## src/design/dsh_pkg.sv

```systemverilog
// Purpose: Shared constants and types for the dual serial host register port
// Assumes: 7-bit host address, 8-bit data, one page bit
// Notes: Reset value of the whole port state is all zeros
package dsh_pkg;
	localparam logic [6:0] DSH_PAGE_REG_ADDR = 7'h7f;
	localparam logic [7:0] DSH_PAGE_FLIP_VAL = 8'h01;
	localparam logic [6:0] DSH_BURST_LIMIT = 7'h7f;
	// Fixed upper slave address bits, value is arbitrary
	localparam logic [4:0] DSH_SLV_FIXED = 5'h0b;
	localparam logic DSH_PAGE_RST = 1'b0;
	localparam logic DSH_MODE_SPI = 1'b0;
	localparam logic DSH_MODE_I2C = 1'b1;
	localparam logic [1:0] DSH_STRAP_WAIT = 2'h3;
	localparam logic [7:0] DSH_IGN_BYTE = 8'hff;
	localparam logic [3:0] DSH_ACK_SLOT = 4'h8;
	localparam int DSH_SYNC_W = 5;
	typedef enum logic [2:0] {
		DSH_I2C_IDLE,
		DSH_I2C_ADDR,
		DSH_I2C_REG,
		DSH_I2C_WDATA,
		DSH_I2C_RDATA,
		DSH_I2C_IGN
	} dsh_i2c_ph_t;
endpackage

```

## src/design/dsh_host_port.sv

```systemverilog
// Purpose: Host register port, four-wire serial or two-wire slave, chosen by strap
// Assumes: Host serial clocks are far slower than clock; rst is the power-down pin
// Notes: reg_rdata must be valid in the cycle reg_rd is high
`timescale 1ns/100ps
module dsh_host_port
	import dsh_pkg::*;
(
	input wire logic clock, // System clock, 100 MHz
	input wire logic rst, // Power-down reset, active high
	input wire logic iface_sel_strap, // Interface select strap pin
	input wire logic sck_scl, // Serial clock from host
	input wire logic si_sda_in, // Serial data in / two-wire data level
	output logic si_sda_out, // Two-wire data drive value, always low
	output logic si_sda_oe, // Two-wire data pulled low when high
	input wire logic chip_select_addr_sel_lo, // Chip select (low) or slave address bit 0
	input wire logic serial_out_addr_sel_hi_in, // Slave address bit 1 level
	output logic serial_out_addr_sel_hi_out, // Serial data out value
	output logic serial_out_addr_sel_hi_oe, // Serial data out driven when high
	output logic mode_i2c, // Selected protocol, 1 for two-wire
	output logic [7:0] reg_addr, // Register space address
	output logic [7:0] reg_wdata, // Register write data
	output logic reg_wr, // Register write strobe
	output logic reg_rd, // Register read strobe
	input wire logic [7:0] reg_rdata // Read data, valid while reg_rd
);
	import dsh_pkg::*;

	typedef struct packed {
		logic strap_done;
		logic [1:0] strap_cnt;
		logic mode;
		logic page;
		logic sck_p;
		logic sda_p;
		logic cs_p;
		logic lsb;
		logic [2:0] spi_cnt;
		logic spi_data;
		logic spi_rd;
		logic [6:0] spi_addr;
		logic so;
		logic so_oe;
		logic [7:0] sh;
		logic [7:0] tx;
		dsh_i2c_ph_t ph;
		logic [3:0] i_cnt;
		logic [6:0] i_ptr;
		logic i_lim;
		logic sda_oe;
		logic [7:0] addr;
		logic [7:0] wdata;
		logic wr;
		logic rd;
		logic rd_wait;
		logic rd_page;
		// Set between a read address ack and its clock rise, which is not a master ack
		logic rd_skip;
	} dsh_state_t;

	dsh_state_t s;
	dsh_state_t n;
	logic [DSH_SYNC_W-1:0] sync_q;
	logic sck_s, sda_s, cs_s, so_s, sel_s;
	logic sck_rise, sck_fall, cs_fall, i_start, i_stop, slv_match;
	logic wr_go, rd_go;
	logic [6:0] wr_a, rd_a;
	logic [7:0] wr_d, shn;

	dsh_sync #(.W(DSH_SYNC_W)) u_sync (
		.clock(clock),
		.rst(rst),
		.d({iface_sel_strap, serial_out_addr_sel_hi_in, chip_select_addr_sel_lo,
			si_sda_in, sck_scl}),
		.q(sync_q)
	);
	assign {sel_s, so_s, cs_s, sda_s, sck_s} = sync_q;
	assign sck_rise = sck_s & ~s.sck_p;
	assign sck_fall = ~sck_s & s.sck_p;
	assign cs_fall = ~cs_s & s.cs_p;
	// Data edges only count while the clock stays high, so our own drive is never seen
	assign i_start = s.sda_p & ~sda_s & sck_s & s.sck_p;
	assign i_stop = ~s.sda_p & sda_s & sck_s & s.sck_p;
	assign slv_match = (s.sh[7:1] == {DSH_SLV_FIXED, so_s, cs_s});

	always_comb begin
		n = s;
		n.wr = 1'b0;
		n.rd = 1'b0;
		n.sck_p = sck_s;
		n.sda_p = sda_s;
		n.cs_p = cs_s;
		wr_go = 1'b0;
		rd_go = 1'b0;
		wr_a = 7'h00;
		rd_a = 7'h00;
		wr_d = 8'h00;
		shn = 8'h00;
		if (s.rd_wait) begin
			n.tx = s.rd_page ? {7'h00, s.page} : reg_rdata;
			n.rd_wait = 1'b0;
		end
		if (!s.strap_done) begin
			// Strap is caught once the synchroniser holds a post-release level
			if (s.strap_cnt == DSH_STRAP_WAIT) begin
				n.strap_done = 1'b1;
				n.mode = sel_s;
			end else begin
				n.strap_cnt = s.strap_cnt + 2'h1;
			end
		end else if (s.mode == DSH_MODE_SPI) begin
			if (cs_s) begin
				n.spi_cnt = 3'h0;
				n.spi_data = 1'b0;
				n.spi_rd = 1'b0;
				n.so = 1'b0;
				n.so_oe = 1'b0;
			end else begin
				if (cs_fall) begin
					n.lsb = sck_s;
				end else if (sck_rise) begin
					shn = s.lsb ? {si_sda_in_bit(sda_s), s.sh[7:1]} : {s.sh[6:0], sda_s};
					n.spi_cnt = s.spi_cnt + 3'h1;
					if (!s.spi_data) begin
						if (s.spi_cnt == 3'h0) begin
							n.spi_rd = sda_s;
						end else begin
							n.sh = shn;
						end
						if (s.spi_cnt == 3'h7) begin
							n.spi_addr = s.lsb ? shn[7:1] : shn[6:0];
							n.spi_data = 1'b1;
							rd_go = s.spi_rd;
							rd_a = n.spi_addr;
						end
					end else begin
						n.sh = shn;
						if (s.spi_cnt == 3'h7) begin
							// Input is not looked at as write data during reads
							wr_go = ~s.spi_rd;
							wr_a = s.spi_addr;
							wr_d = shn;
							n.spi_addr = s.spi_addr + 7'h01;
							rd_go = s.spi_rd;
							rd_a = n.spi_addr;
						end
					end
				end else if (sck_fall && s.spi_data && s.spi_rd) begin
					n.so = s.lsb ? s.tx[s.spi_cnt] : s.tx[3'h7 - s.spi_cnt];
					n.so_oe = 1'b1;
				end
			end
		end else begin
			if (i_start) begin
				n.ph = DSH_I2C_ADDR;
				n.i_cnt = 4'h0;
				n.sda_oe = 1'b0;
				n.rd_skip = 1'b0;
			end else if (i_stop) begin
				n.ph = DSH_I2C_IDLE;
				n.i_cnt = 4'h0;
				n.sda_oe = 1'b0;
			end else if (s.ph != DSH_I2C_IDLE) begin
				if (sck_rise) begin
					if (s.i_cnt < DSH_ACK_SLOT) begin
						n.sh = {s.sh[6:0], sda_s};
						n.i_cnt = s.i_cnt + 4'h1;
					end else begin
						n.i_cnt = 4'h0;
						if (s.ph == DSH_I2C_RDATA) begin
							if (s.rd_skip) begin
								// Our own address ack; the first byte is already fetched
								n.rd_skip = 1'b0;
							end else if (sda_s) begin
								n.ph = DSH_I2C_IGN;
							end else if (s.i_lim || s.i_ptr == DSH_BURST_LIMIT) begin
								n.i_lim = 1'b1;
								n.tx = DSH_IGN_BYTE;
							end else begin
								n.i_ptr = s.i_ptr + 7'h01;
								rd_go = 1'b1;
								rd_a = n.i_ptr;
							end
						end
					end
				end else if (sck_fall) begin
					if (s.i_cnt == DSH_ACK_SLOT) begin
						n.sda_oe = 1'b1;
						unique case (s.ph)
							DSH_I2C_ADDR: begin
								if (!slv_match) begin
									n.sda_oe = 1'b0;
									n.ph = DSH_I2C_IGN;
								end else if (s.sh[0]) begin
									// Read starts at the pointer a prior write left
									n.ph = DSH_I2C_RDATA;
									n.rd_skip = 1'b1;
									rd_go = ~s.i_lim;
									rd_a = s.i_ptr;
									if (s.i_lim) begin
										n.tx = DSH_IGN_BYTE;
									end
								end else begin
									n.ph = DSH_I2C_REG;
								end
							end
							DSH_I2C_REG: begin
								n.i_ptr = s.sh[6:0];
								n.i_lim = 1'b0;
								n.ph = DSH_I2C_WDATA;
							end
							DSH_I2C_WDATA: begin
								// Excess burst bytes are still acked but dropped
								wr_go = ~s.i_lim;
								wr_a = s.i_ptr;
								wr_d = s.sh;
								if (s.i_ptr == DSH_BURST_LIMIT) begin
									n.i_lim = 1'b1;
								end else if (!s.i_lim) begin
									n.i_ptr = s.i_ptr + 7'h01;
								end
							end
							DSH_I2C_RDATA, DSH_I2C_IGN, DSH_I2C_IDLE: begin
								n.sda_oe = 1'b0;
							end
						endcase
					end else if (s.ph == DSH_I2C_RDATA) begin
						n.sda_oe = ~s.tx[3'h7 - s.i_cnt[2:0]];
					end else begin
						n.sda_oe = 1'b0;
					end
				end
			end
		end
		// Each byte goes out as its own access; ascending order gives MSB byte first
		if (wr_go) begin
			if (wr_a == DSH_PAGE_REG_ADDR) begin
				if (wr_d == DSH_PAGE_FLIP_VAL) begin
					n.page = ~s.page;
				end
			end else begin
				n.wr = 1'b1;
				n.addr = {s.page, wr_a};
				n.wdata = wr_d;
			end
		end
		if (rd_go) begin
			n.rd_wait = 1'b1;
			n.rd_page = (rd_a == DSH_PAGE_REG_ADDR);
			if (rd_a != DSH_PAGE_REG_ADDR) begin
				n.rd = 1'b1;
				n.addr = {s.page, rd_a};
			end
		end
	end

	function automatic logic si_sda_in_bit(input logic b);
		si_sda_in_bit = b;
	endfunction

	always_ff @(posedge clock or posedge rst) begin
		if (rst) begin
			s <= '0;
		end else begin
			s <= n;
		end
	end

	assign si_sda_out = 1'b0;
	assign si_sda_oe = s.sda_oe;
	assign serial_out_addr_sel_hi_out = s.so;
	assign serial_out_addr_sel_hi_oe = s.so_oe;
	assign mode_i2c = s.mode;
	assign reg_addr = s.addr;
	assign reg_wdata = s.wdata;
	assign reg_wr = s.wr;
	assign reg_rd = s.rd;
endmodule

```

## src/design/dsh_sync.sv

```systemverilog
// Purpose: Two-stage synchronisers for the pin inputs
// Assumes: Inputs are asynchronous to clock
// Notes: First stage is read only by the second stage
`timescale 1ns/100ps
module dsh_sync #(
	parameter int W = 1
) (
	input wire logic clock, // System clock
	input wire logic rst, // Asynchronous reset, active high
	input wire logic [W-1:0] d, // Raw pin levels
	output logic [W-1:0] q // Synchronised levels
);
	genvar i;
	generate
		for (i = 0; i < W; i++) begin : g_bit
			logic meta_q;
			logic sync_q;
			always_ff @(posedge clock or posedge rst) begin
				if (rst) begin
					meta_q <= 1'b0;
					sync_q <= 1'b0;
				end else begin
					meta_q <= d[i];
					sync_q <= meta_q;
				end
			end
			assign q[i] = sync_q;
		end
	endgenerate
endmodule

```

## config.mk

```make
export PLATFORM = sky130hd
export DESIGN_NAME = dsh_host_port
export DESIGN_NICKNAME = d
export VERILOG_FILES = /design/src/design/dsh_pkg.sv /design/src/design/dsh_host_port.sv /design/src/design/dsh_sync.sv
export SDC_FILE = /design/constraint.sdc
export NUM_CORES = 1
export LEC_CHECK = 0
export CORE_MARGIN = 10
export CORE_UTILIZATION = 30
export DETAILED_ROUTE_END_ITERATION = 7
export DONT_BUFFER_PORTS = 1
export GPL_ROUTABILITY_DRIVEN = 1
export SYNTH_ARGS = -nofsm -noshare
export SYNTH_HDL_FRONTEND = slang
export SYNTH_SLANG_ARGS = --single-unit
```

## constraint.sdc

```tcl
create_clock -name clock -period 3.1 [get_ports clock]
set_clock_uncertainty 0.05 [all_clocks]
set_input_delay 0.93 -clock clock [delete_from_list [all_inputs] [get_ports clock]]
set_output_delay 0.93 -clock clock [all_outputs]
set_load 0.03 [all_outputs]
```

**Word-level counts from Yosys, hierarchy flattened**

Index checks and enable logic that the tools add are counted.

- Add/subtract/negate cells: 7
- Multiply operators: 0
- Div/mod/pow operators: 0
- $lt $le $gt $ge: 4
- Eq/ne operators: 41
- Shift-type cells: 0
- Muxes and demuxes: 182
- Bitwise gates (word level): 25
- Reduce and logical (&&, ||, !) cells: 43

Operators by type and width:

| kind | number |
|---|---|
| 2-to-1 mux 8 bit | 40 |
| 2-to-1 mux 7 bit | 45 |
| 2-to-1 mux 11 bit | 6 |
| 2-to-1 mux 1 bit | 62 |
| 2-to-1 mux 24 bit | 2 |
| 2-to-1 mux 17 bit | 2 |
| 2-to-1 mux 16 bit | 2 |
| 2-to-1 mux 32 bit | 1 |
| nonzero test 3 bit | 10 |
| 2-to-1 mux 22 bit | 1 |
| equality test 7 bit, second input constant | 3 |
| AND reduction 10 bit | 2 |
| != test 2 bit, second input constant | 9 |
| inverter 1 bit | 16 |
| case mux 8 bit (2 select lines) | 1 |
| nonzero test 2 bit | 8 |
| != test 3 bit, second input constant | 5 |
| AND reduction 15 bit | 1 |
| adder 7 x 1 -> 7 bit, second input constant | 2 |
| != test 2 x 1 -> 1 bit, second input constant | 7 |
| AND reduction 14 bit | 1 |
| less-than comparator 3 x 4 -> 1 bit, second input constant | 3 |
| 2-to-1 mux 12 bit | 1 |
| 2-to-1 mux 3 bit | 4 |
| other kinds (37) | 68 |

- Register bits: 86
- Bits in latches: 0
- Memory bits (writable): 0
- ROM bits: 0
- Bits of input ports: 15
- Output and inout bits: 23
- Logic and storage cells: 340
- Memories kept: 0

**Logic depth before layout (Yosys ltp)**

Gate-level depths: netlist of run 1.

- Depth in word-level cells: 16
- Gate-level depth with buffers: 12
- Depth with buffers taken out: 11

**Modules after synthesis**

From an unflattened synthesis of run 1, not the netlist that was laid out.

- Cell total of the unflattened synthesis: 585
- Area, all modules: 5,332.6 µm²

Modules (own cells, without submodules):

| module | instances | cells an instance | area each (µm²) | seq. area each (µm²) |
|---|---|---|---|---|
| dsh_host_port | 1 | 569 | 5,041.1 | 1,901.8 |
| dsh_sync | 1 | 16 | 291.5 | 250.2 |

**Worst setup path before layout of run 1**

No wires, ideal clock.

- Path type: register to register
- Start: register s[30] (netlist bit)
- End: register s, in the netlist reg_addr[7]
- Data arrival time: 2.766 ns
- Required time: 2.922 ns
- Path slack: 0.157 ns
- Stages on the path, launching flop included: 10
- Path buffers: 1
- Cells stage by stage: dfrtp_1 or4b_1 buf_2 nor4_4 nand2_2 a211o_1 o2bb2ai_1 o31a_1 nor2_1 mux2_1

RTL lines:

| element | line | text |
|---|---|---|
| start: declaration | dsh_host_port.sv:60 | `dsh_state_t s;` |
| start signal: assignment | dsh_host_port.sv:264 | `s <= n;` |

==> results of run 1 <==
==> cell usage after synthesis (3+ instances only) <==
master	n
nor3_1	11
buf_2	4
mux4_2	7
or3_1	5
dfrtp_1	86
nand3_1	16
clkbuf_1	29
and2_1	3
nor4_1	3
nor2b_1	12
o22ai_1	6
nand2b_1	9
nand2_1	55
a21oi_1	44
nand4b_1	4
a221o_1	6
a31oi_1	7
o21ai_1	3
a211oi_1	5
a22o_1	6
a221oi_1	4
mux2i_1	16
ha_1	9
nor2_1	42
a32oi_1	9
a41oi_1	3
o21ai_0	37
o21a_1	4
nor3b_1	4
a21o_1	3
and3_1	3
nand4_1	5
mux2_2	9
or2_2	4
xor2_1	5
o32a_1	3
a211o_1	4
buf_4	18
a22oi_1	5
inv_1	20
==> per-stage QoR <==
stage	power [uW]	hold WS (ns)
after global routing	3305	0.3060
after detailed placement	2098	0.2847
after global placement	2080	0.2885
final	3138	0.3005
after floorplan	1822	0.2812
after CTS	3160	0.3009
==> cell type report <==
cell class              count  area [um^2]  share of cell area, %
repair buffers             47        377.9                  6.311
clock buffers               9        225.2                  3.762
flip-flops and latches     86         2152                  35.95
multi-input cells         414         2815                  47.02
inverters                  20        78.83                  1.317
well taps                 225        281.5                  4.702
clock inverters             7        56.30                 0.9404
==> worst max-delay path: cells and delay by family, from the launching register on <==
kind / cells / cell delay, ns
simple gates: 4 / 1.34
compound gates: 3 / 0.73
mux: 1 / 0.32
flops: 1 / 0.37
==> per-layer routing <==
metal,wire length [um],up-vias
li1,-,2121
met1,6504,2271
met2,7258,166
met3,1004,20
met4,328,0
met5,0,-
==> power by group <==
part           leakage [uW]  switching [uW]  internal, uW
registers           0.00112             165          1210
clock network      0.000136             496           552
logic               0.00112             425           289
==> placed cells by master, fill, tap and decap left out, types with 6 or more instances in the layout <==
master	count
inv_1	19
nand2_1	55
nor2_1	40
ha_1	7
a21oi_1	44
buf_4	45
a221o_1	6
mux2_2	9
nand2b_1	9
mux2i_1	16
nand3_1	16
clkbuf_16	9
a22o_1	6
o22ai_1	6
mux4_2	7
nor3_1	11
o21ai_0	37
dfrtp_1	86
a32oi_1	9
nor2b_1	12
a31oi_1	7
==> registers in the layout, summed over array words and instances (netlist names) <==
name,flops
mode_i2c,1
reg_wdata,8
serial_out_addr_sel_hi_out,1
reg_addr,8
serial_out_addr_sel_hi_oe,1
u_sync.g_bit.meta_q,5
reg_wr,1
s,54
u_sync.g_bit.sync_q,5
reg_rd,1
si_sda_oe,1
==> cells by family (layout without fill, tap and decap cells) <==
| family | after synthesis | after routing | share of synthesized area [%] |
|---|---|---|---|
| AOI/OAI and AO/OA | 170 | 170 | 21.57 |
| xor gates and xnor gates | 7 | 7 | 1.160 |
| adders and majority gates | 9 | 9 | 2.131 |
| buffers and inverters | 72 | 83 | 6.630 |
| DFF | 86 | 86 | 40.73 |
| muxes | 33 | 33 | 8.146 |
| other | 1 | 1 | 0.07097 |
| and+or+nand+nor | 194 | 194 | 19.56 |
==> how the worst min path moves through the flow <==
stage,start,to,slack (ns)
after floorplan,u_sync.g_bit[0].meta_q,u_sync.g_bit[0].sync_q,0.28
after global placement,u_sync.g_bit[3].meta_q,u_sync.g_bit[3].sync_q,0.29
after detailed placement,u_sync.g_bit[2].meta_q,u_sync.g_bit[2].sync_q,0.28
after CTS,u_sync.g_bit[2].meta_q,u_sync.g_bit[2].sync_q,0.30
after global routing,u_sync.g_bit[3].meta_q,u_sync.g_bit[3].sync_q,0.31
final,u_sync.g_bit[2].meta_q,u_sync.g_bit[2].sync_q,0.30
==> repair_timing <==
item                                   4_1_cts  5_1_grt
setup endpoints to repair                    0       10
gates resized for setup                      0        7
endpoints found under the hold margin        0        0
==> qor.yml, run 1 <==
sta:
  slew_violations: 0
  layout_setup_ws_ns: 0.1707
  fmax_mhz: 341.4
  hold_violations: 0
  worst_slew_pin_slew_ns: 0.7076
  rsz0062_at_grt: "false"
  min_period_over_period_pct: 94.49
  slew-limit-headroom_pct: 52.73
  min_period_ns: 2.929
  timing.setup.tns_ns: 0
  finalSetupViolations: 0
grt:
  grt_pass1_vias: 4482
  grt_overflow: 0
  grt_max_degree: 58
  use_met2_pct: 20.87
  grt_pass1_wl_mm: 24.56
  antenna_found_initial: 0
  grtUsageMet1_pct: 15.75
  busiest_layer: "met2"
  gr-usage-all-layers_pct: 12.73
  met3_usage_pct: 3.105
clock_network:
  clock-sinks: 86
  worst_setup_hold_path_clk_slew_ns: 0.07
  cts_root_buf: "clkbuf_16"
  clk_path_buf_depth: 2
  clock_latency_ns: 0.35
  cts_hold_buf: 0
  h-tree-depth: 3
  cts_tree: "yes"
  numCtsBuffers: 9
  postCtsSetupRepairBufs: 0
worst_setup_path:
  cpPeakStageDelay_ns: 0.63
  timing.rr.end: "reg_addr[7]"
  cpMaxStageDelayCell: "or4b_1"
  worstSetupPathType: "flip-flop to flip-flop"
  startpoint: "s[30]"
  timing.critical_path.to_type: "flip-flop"
  critPathRequiredTime_ns: 3.29
  r2r_cells: 8
  cp_cell_sequence: "or4b_1, nor4_4, nand2_2, a211o_1, o2bb2ai_1, o31a_1, nor2_2, mux2_1"
  worstSetupEndpoint: "reg_addr[7]"
  cp-start-kind: "flip-flop"
  worst-path-max-fanout: 5
  crit_arrival_ns: 3.12
  rr_startpoint: "s[30]"
  rrSetupSlack_ns: 0.17
floorplan:
  io_pins: 38
  die-area_um2: 23320
  core_area_um2: 17300
  rows: 48
  dieHeight_um: 152.7
  initial_utilization_pct: 30.55
  chipWidth_um: 152.7
route:
  num_vias: 4578
  wl_mm: 15.10
  wl_per_cell_um: 18.68
  vias_per_cell: 5.666
  post-route-drc-count: 0
  final_antenna_net_count: 0
  drtIter0Drc: 541
  drt_first_pass_iters: 6
place:
  gp_congestion: 0.9295
  hpwl_mm: 11.47
  port_buffers: 0
  dp_slack_ns: 0.1217
  place_inst: 792
  place_area_um2: 5672
worst_hold_path:
  hold_class: "flip-flop to flip-flop"
  hold_path_depth: 0
synthesis:
  postSynthCellCount: 572
  synth-warning-count: 0
  synth-edff-count: 0
  synth-seq-cells: 86
  synth_area_leaders: "dfrtp_1 (41%), a21oi_1 (4.2%), nand2_1 (3.9%)"
  ys_seq_area_share_pct: 40.73
  async_flop_share_pct: 100.0
  avgSynthCellArea_um2: 9.237
  synth.largest_area_cell: "dfrtp_1"
  synth_area_um2: 5284
  yosysTopAreaCellShare_pct: 40.73
  synthDistinctLibCells: 72
  synth_top_flop_cell: "dfrtp_1"
  syn_nets: 596
layout:
  drive_gt1_share_pct: 17.50
  stdcell_area_um2: 5987
  diodes: 0
  fillCellCount: 1754
  final_cells: 808
  syn_to_final_growth_pct: 13.31
  nets: 602
  postLayoutCoreUtil_pct: 34.61
power:
  p_leak_uw: 0.002377
  peakVddDrop_mv: 0.2855
  power.density_nw_per_um2: 524.2
flow_run:
  maxCapViolCount: 0
outcome:
  status: "finished, final reports clean"
Power figures use the tool's default switching activity.
==> run 2: changes to the inputs <==
==> constraint.sdc (replaced) <==
create_clock -name clock -period 3.1 [get_ports clock]
set_clock_uncertainty 0.05 [all_clocks]
set_input_delay 0.775 -clock clock [delete_from_list [all_inputs] [get_ports clock]]
set_output_delay 0.775 -clock clock [all_outputs]
set_load 0.03 [all_outputs]
==> qor.yml, run 2 (synthesis gave the netlist of run 1 again) <==
clock_network:
  worst_setup_hold_path_clk_slew_ns: 0.06
  clock-sinks: 86
  clk_path_buf_depth: 2
  numCtsBuffers: 9
  cts_tree: "yes"
  cts_root_buf: "clkbuf_16"
  h-tree-depth: 3
  clock_latency_ns: 0.35
  cts_hold_buf: 0
sta:
  rsz0062_at_grt: "false"
  min_period_over_period_pct: 94.86
  slew_violations: 0
  hold_violations: 0
  finalSetupViolations: 0
  fmax_mhz: 340.0
  min_period_ns: 2.941
  timing.setup.tns_ns: 0
  worst_slew_pin_slew_ns: 0.7719
  hold-worst-slack_ns: 0.2979
  slew-limit-headroom_pct: 48.48
power:
  power.density_nw_per_um2: 553.7
  peakVddDrop_mv: 0.2685
  seqPwrFrac_pct: 41.5
  p_clk_share_pct: 37.9
  p_leak_uw: 0.002422
  swShare_pct: 31.22
  comb_power_share_pct: 20.6
  switching_power_uw: 1045
  p_int_uw: 2303
route:
  vias_per_cell: 5.524
  wl_per_cell_um: 18.62
  wl_mm: 15.14
  drtIter0Drc: 309
  post-route-drc-count: 0
  drt_first_pass_iters: 7
  final_antenna_net_count: 0
  num_vias: 4491
layout:
  largest_register_ff_count: 54
  syn_to_final_growth_pct: 14.42
  regMostFlops: "s"
  final_cell_mix: "dfrtp_1 (86), nand2_1 (55), buf_4 (50)"
  drive_gt1_share_pct: 17.21
  layout_commonest_cell: "dfrtp_1"
  nets: 606
floorplan:
  chipWidth_um: 152.7
  dieHeight_um: 152.7
  die-area_um2: 23320
  initial_utilization_pct: 30.55
  io_pins: 38
  core_area_um2: 17300
  rows: 48
worst_setup_path:
  rr_startpoint: "s[64]"
  worst-path-max-fanout: 5
  critPathRequiredTime_ns: 3.28
  cpMaxStageDelayCell: "a311o_1"
  timing.critical_path.to_type: "flip-flop"
  worstSetupPathType: "flip-flop to flip-flop"
  cp_cell_sequence: "ha_2, ha_1, nand4bb_1, buf_4, or2_4, a311o_1, a32oi_1, o211ai_1, o31a_1, nor2_1, mux2_1"
  cp-start-kind: "flip-flop"
  crit_arrival_ns: 3.12
  rrSetupSlack_ns: 0.16
  startpoint: "s[64]"
  cpPeakStageDelay_ns: 0.37
flow_run:
  maxCapViolCount: 0
worst_hold_path:
  hold_class: "flip-flop to flip-flop"
  hold_start: "u_sync.g_bit[3].meta_q"
grt:
  antenna_found_initial: 1
  grt_overflow: 0
  grt_pass1_vias: 4438
  grt_max_degree: 46
  grt_pass1_wl_mm: 24.75
  gr-usage-all-layers_pct: 12.94
place:
  gp_congestion: 0.9309
  port_buffers: 0
  hpwl_mm: 11.57
outcome:
  status: "finished, final reports clean"
run 2: worst paths after layout:
check                                              end  cells after the start
worst min register to register  u_sync.g_bit[3].sync_q                      0
worst max-delay path                       reg_addr[7]                     11
worst min-delay path            u_sync.g_bit[3].sync_q                      0
worst max register to register             reg_addr[7]                     11
min in group asynchronous                  reg_addr[2]                      1
max in group asynchronous                        s[46]                      2
run 2: timing repair:
action,in CTS,in global routing
resized for setup,0,3
setup buffers,0,1
endpoints found under the setup margin,0,1
run 2: worst max-delay path: cells and delay by family (launching register included):
family,cells,cell delay [ns]
compound gates,4,0.97
fa+ha+maj,2,0.36
buf+inv,1,0.19
flops,1,0.35
mux,1,0.33
simple gates,3,0.55
run 2: layer usage:
layer  routed length, um  vias up  global-route usage (%)
met1                6698     2221                   16.57
li1                    -     2131                       -
met2                7391      121                   20.89
met4                 230        0                   3.497
met5                   0        -                       0
met3                 817       18                   3.556
run 2: power groups by stage:
stage          sequential, uW  combinational, uW  clock (uW)
6_report                 1390                690        1270
5_1_grt                  1400                763        1350
4_1_cts                  1380                689        1300
3_5_place_dp             1400                685           0
3_3_place_gp             1400                671           0
2_1_floorplan            1300                525           0
run 2: final cells by class:
cell class | count | area, um^2
fillers | 1753 | 11250
multi-input cells | 414 | 2789
flip-flops and latches | 86 | 2152
repair buffers | 51 | 395.4
well taps | 225 | 281.5
clock buffers | 11 | 242.7
clock inverters | 5 | 106.4
inverters | 20 | 76.32
diodes | 1 | 2.502
run 2: stage by stage:
step / instance area [um^2] / util [%] / setup slack, ns / power (uW) / instances
3_5_place_dp: 5679 / 32.83 / 0.1285 / 2086 / 795
5_1_grt: 6046 / 34.95 / 0.005645 / 3513 / 813
4_1_cts: 6028 / 34.85 / 0.1225 / 3372 / 811
6_report: 6046 / 34.95 / 0.1592 / 3348 / 813
2_1_floorplan: 5284 / - / 0.05315 / 1821 / 572
3_3_place_gp: 5679 / 32.83 / 0.1374 / 2068 / 795
==> run 3: changes to the inputs <==
SETUP_SLACK_MARGIN = 0.3   (was unset)
==> qor.yml, run 3 (synthesis gave the netlist of run 1 again) <==
layout:
  postLayoutCoreUtil_pct: 36.75
  nets: 630
  syn_to_final_growth_pct: 20.29
  layout_commonest_cell: "dfrtp_1"
  regMostFlops: "s"
  largest_register_ff_count: 54
  diodes: 0
  final_cell_mix: "dfrtp_1 (84), buf_4 (70), nand2_1 (55)"
  multiInputGateArea_um2: 2950
  fillCellCount: 1744
  regArea_um2: 2155
  drive_gt1_share_pct: 23.90
power:
  p_leak_uw: 0.002567
  peakVddDrop_mv: 0.2628
  p_total_uw: 3258
  power.density_nw_per_um2: 512.6
worst_setup_path:
  r2r_cells: 10
  worstSetupEndpoint: "reg_addr[7]"
  crit_top_cell: "buf_6"
  worst-path-max-fanout: 5
  cpLargestDelayFamily: "simple AND/OR/NAND/NOR gates"
  path_buf_inv: 2
  worstSetupPathType: "flip-flop to flip-flop"
  crit_arrival_ns: 3.03
  cpPeakStageDelay_ns: 0.55
  cp-start-kind: "flip-flop"
  rr_startpoint: "s[30]"
  rrSetupSlack_ns: 0.25
  critPathRequiredTime_ns: 3.28
  path_depth: 10
  timing.rr.end: "reg_addr[7]"
  cp_cell_sequence: "or4b_4, buf_6, nor4_4, buf_6, nand4_1, a32oi_1, o211ai_1, o31a_1, nor2_1, mux2_1"
  timing.critical_path.to_type: "flip-flop"
  cpMaxStageDelayCell: "or4b_4"
  startpoint: "s[30]"
floorplan:
  io_pins: 38
  rows: 48
  chipWidth_um: 152.7
  die-area_um2: 23320
  initial_utilization_pct: 30.55
  core_area_um2: 17300
  dieHeight_um: 152.7
route:
  wl_mm: 16.35
  dr_wl_met2_mm: 7.972
  num_vias: 4707
  wirelength_met1_mm: 7.001
  final_antenna_net_count: 0
  drt_first_pass_iters: 5
  post-route-drc-count: 0
  wl_per_cell_um: 19.55
  drtIter0Drc: 513
  top_layer: "met4"
  met3_length_mm: 1.062
  vias_per_cell: 5.630
worst_hold_path:
  hold_class: "flip-flop to flip-flop"
  hold_start: "u_sync.g_bit[3].meta_q"
sta:
  rsz0062_at_grt: "true"
  min_period_ns: 2.845
  timing.setup.tns_ns: 0
  slew-limit-headroom_pct: 26.69
  hold-worst-slack_ns: 0.2978
  layout_setup_ws_ns: 0.2546
  slew_violations: 0
  fmax_mhz: 351.4
  worst_slew_pin_slew_ns: 1.097
  finalSetupViolations: 0
  min_period_over_period_pct: 91.79
  hold_violations: 0
grt:
  grt_pass1_wl_mm: 25.92
  gr-usage-all-layers_pct: 13.56
  antenna_found_initial: 0
  grt_max_degree: 48
  grt_overflow: 0
  grt_pass1_vias: 4613
place:
  gp_congestion: 0.9402
  dp_slack_ns: 0.05202
  hpwl_mm: 11.98
  port_buffers: 0
clock_network:
  clk_path_buf_depth: 2
  worst_setup_hold_path_clk_slew_ns: 0.06
  cts_tree: "yes"
  h-tree-depth: 3
  cts_root_buf: "clkbuf_16"
  numCtsBuffers: 9
  clock_latency_ns: 0.35
  clock-sinks: 86
flow_run:
  maxCapViolCount: 0
outcome:
  status: "finished, final reports clean"
run 3: what timing repair did:
action / 4_1_cts / 5_1_grt
setup buffers: 17 / 4
pin swaps: 11 / 12
setup endpoints to repair: 14 / 20
gates resized for setup: 23 / 17
hold buffers: 0 / 0
cloned: 0 / 0
run 3: area by class of cell:
class | count | area share, %
clock inverter | 6 | 0.9843
tap | 225 | 4.429
timing repair buffer | 75 | 9.429
multi-input combinational | 414 | 46.42
sequential | 86 | 33.90
clock buffer | 10 | 3.602
inverter | 20 | 1.240
run 3: stage by stage:
step	std cells	area, um^2
after detailed placement	799	5725
after global routing	836	6356
after global placement	799	5725
final	836	6356
after CTS	832	6225
after floorplan	572	5290
run 3: worst min path at each step:
stage                             endpoint  slack, ns  cells after the start
finish              u_sync.g_bit[3].sync_q       0.30                      0
global route        u_sync.g_bit[4].sync_q       0.32                      0
CTS                 u_sync.g_bit[3].sync_q       0.30                      0
detailed placement  u_sync.g_bit[3].sync_q       0.28                      0
global placement    u_sync.g_bit[0].sync_q       0.29                      0
floorplan           u_sync.g_bit[0].sync_q       0.28                      0
run 3: metal layers:
metal  track usage [%]  vias to the layer above
li1                  -                     2171
met1             17.09                     2302
met2             22.37                      201
met3             3.556                       33
met4             3.588                        0
met5                 0                        -
run 3: where the power goes:
part	leakage (uW)	switching [uW]	internal, uW	total, uW
registers	0.00112	152	1210	1370
clock network	0.000146	464	623	1090
logic	0.00130	487	319	806
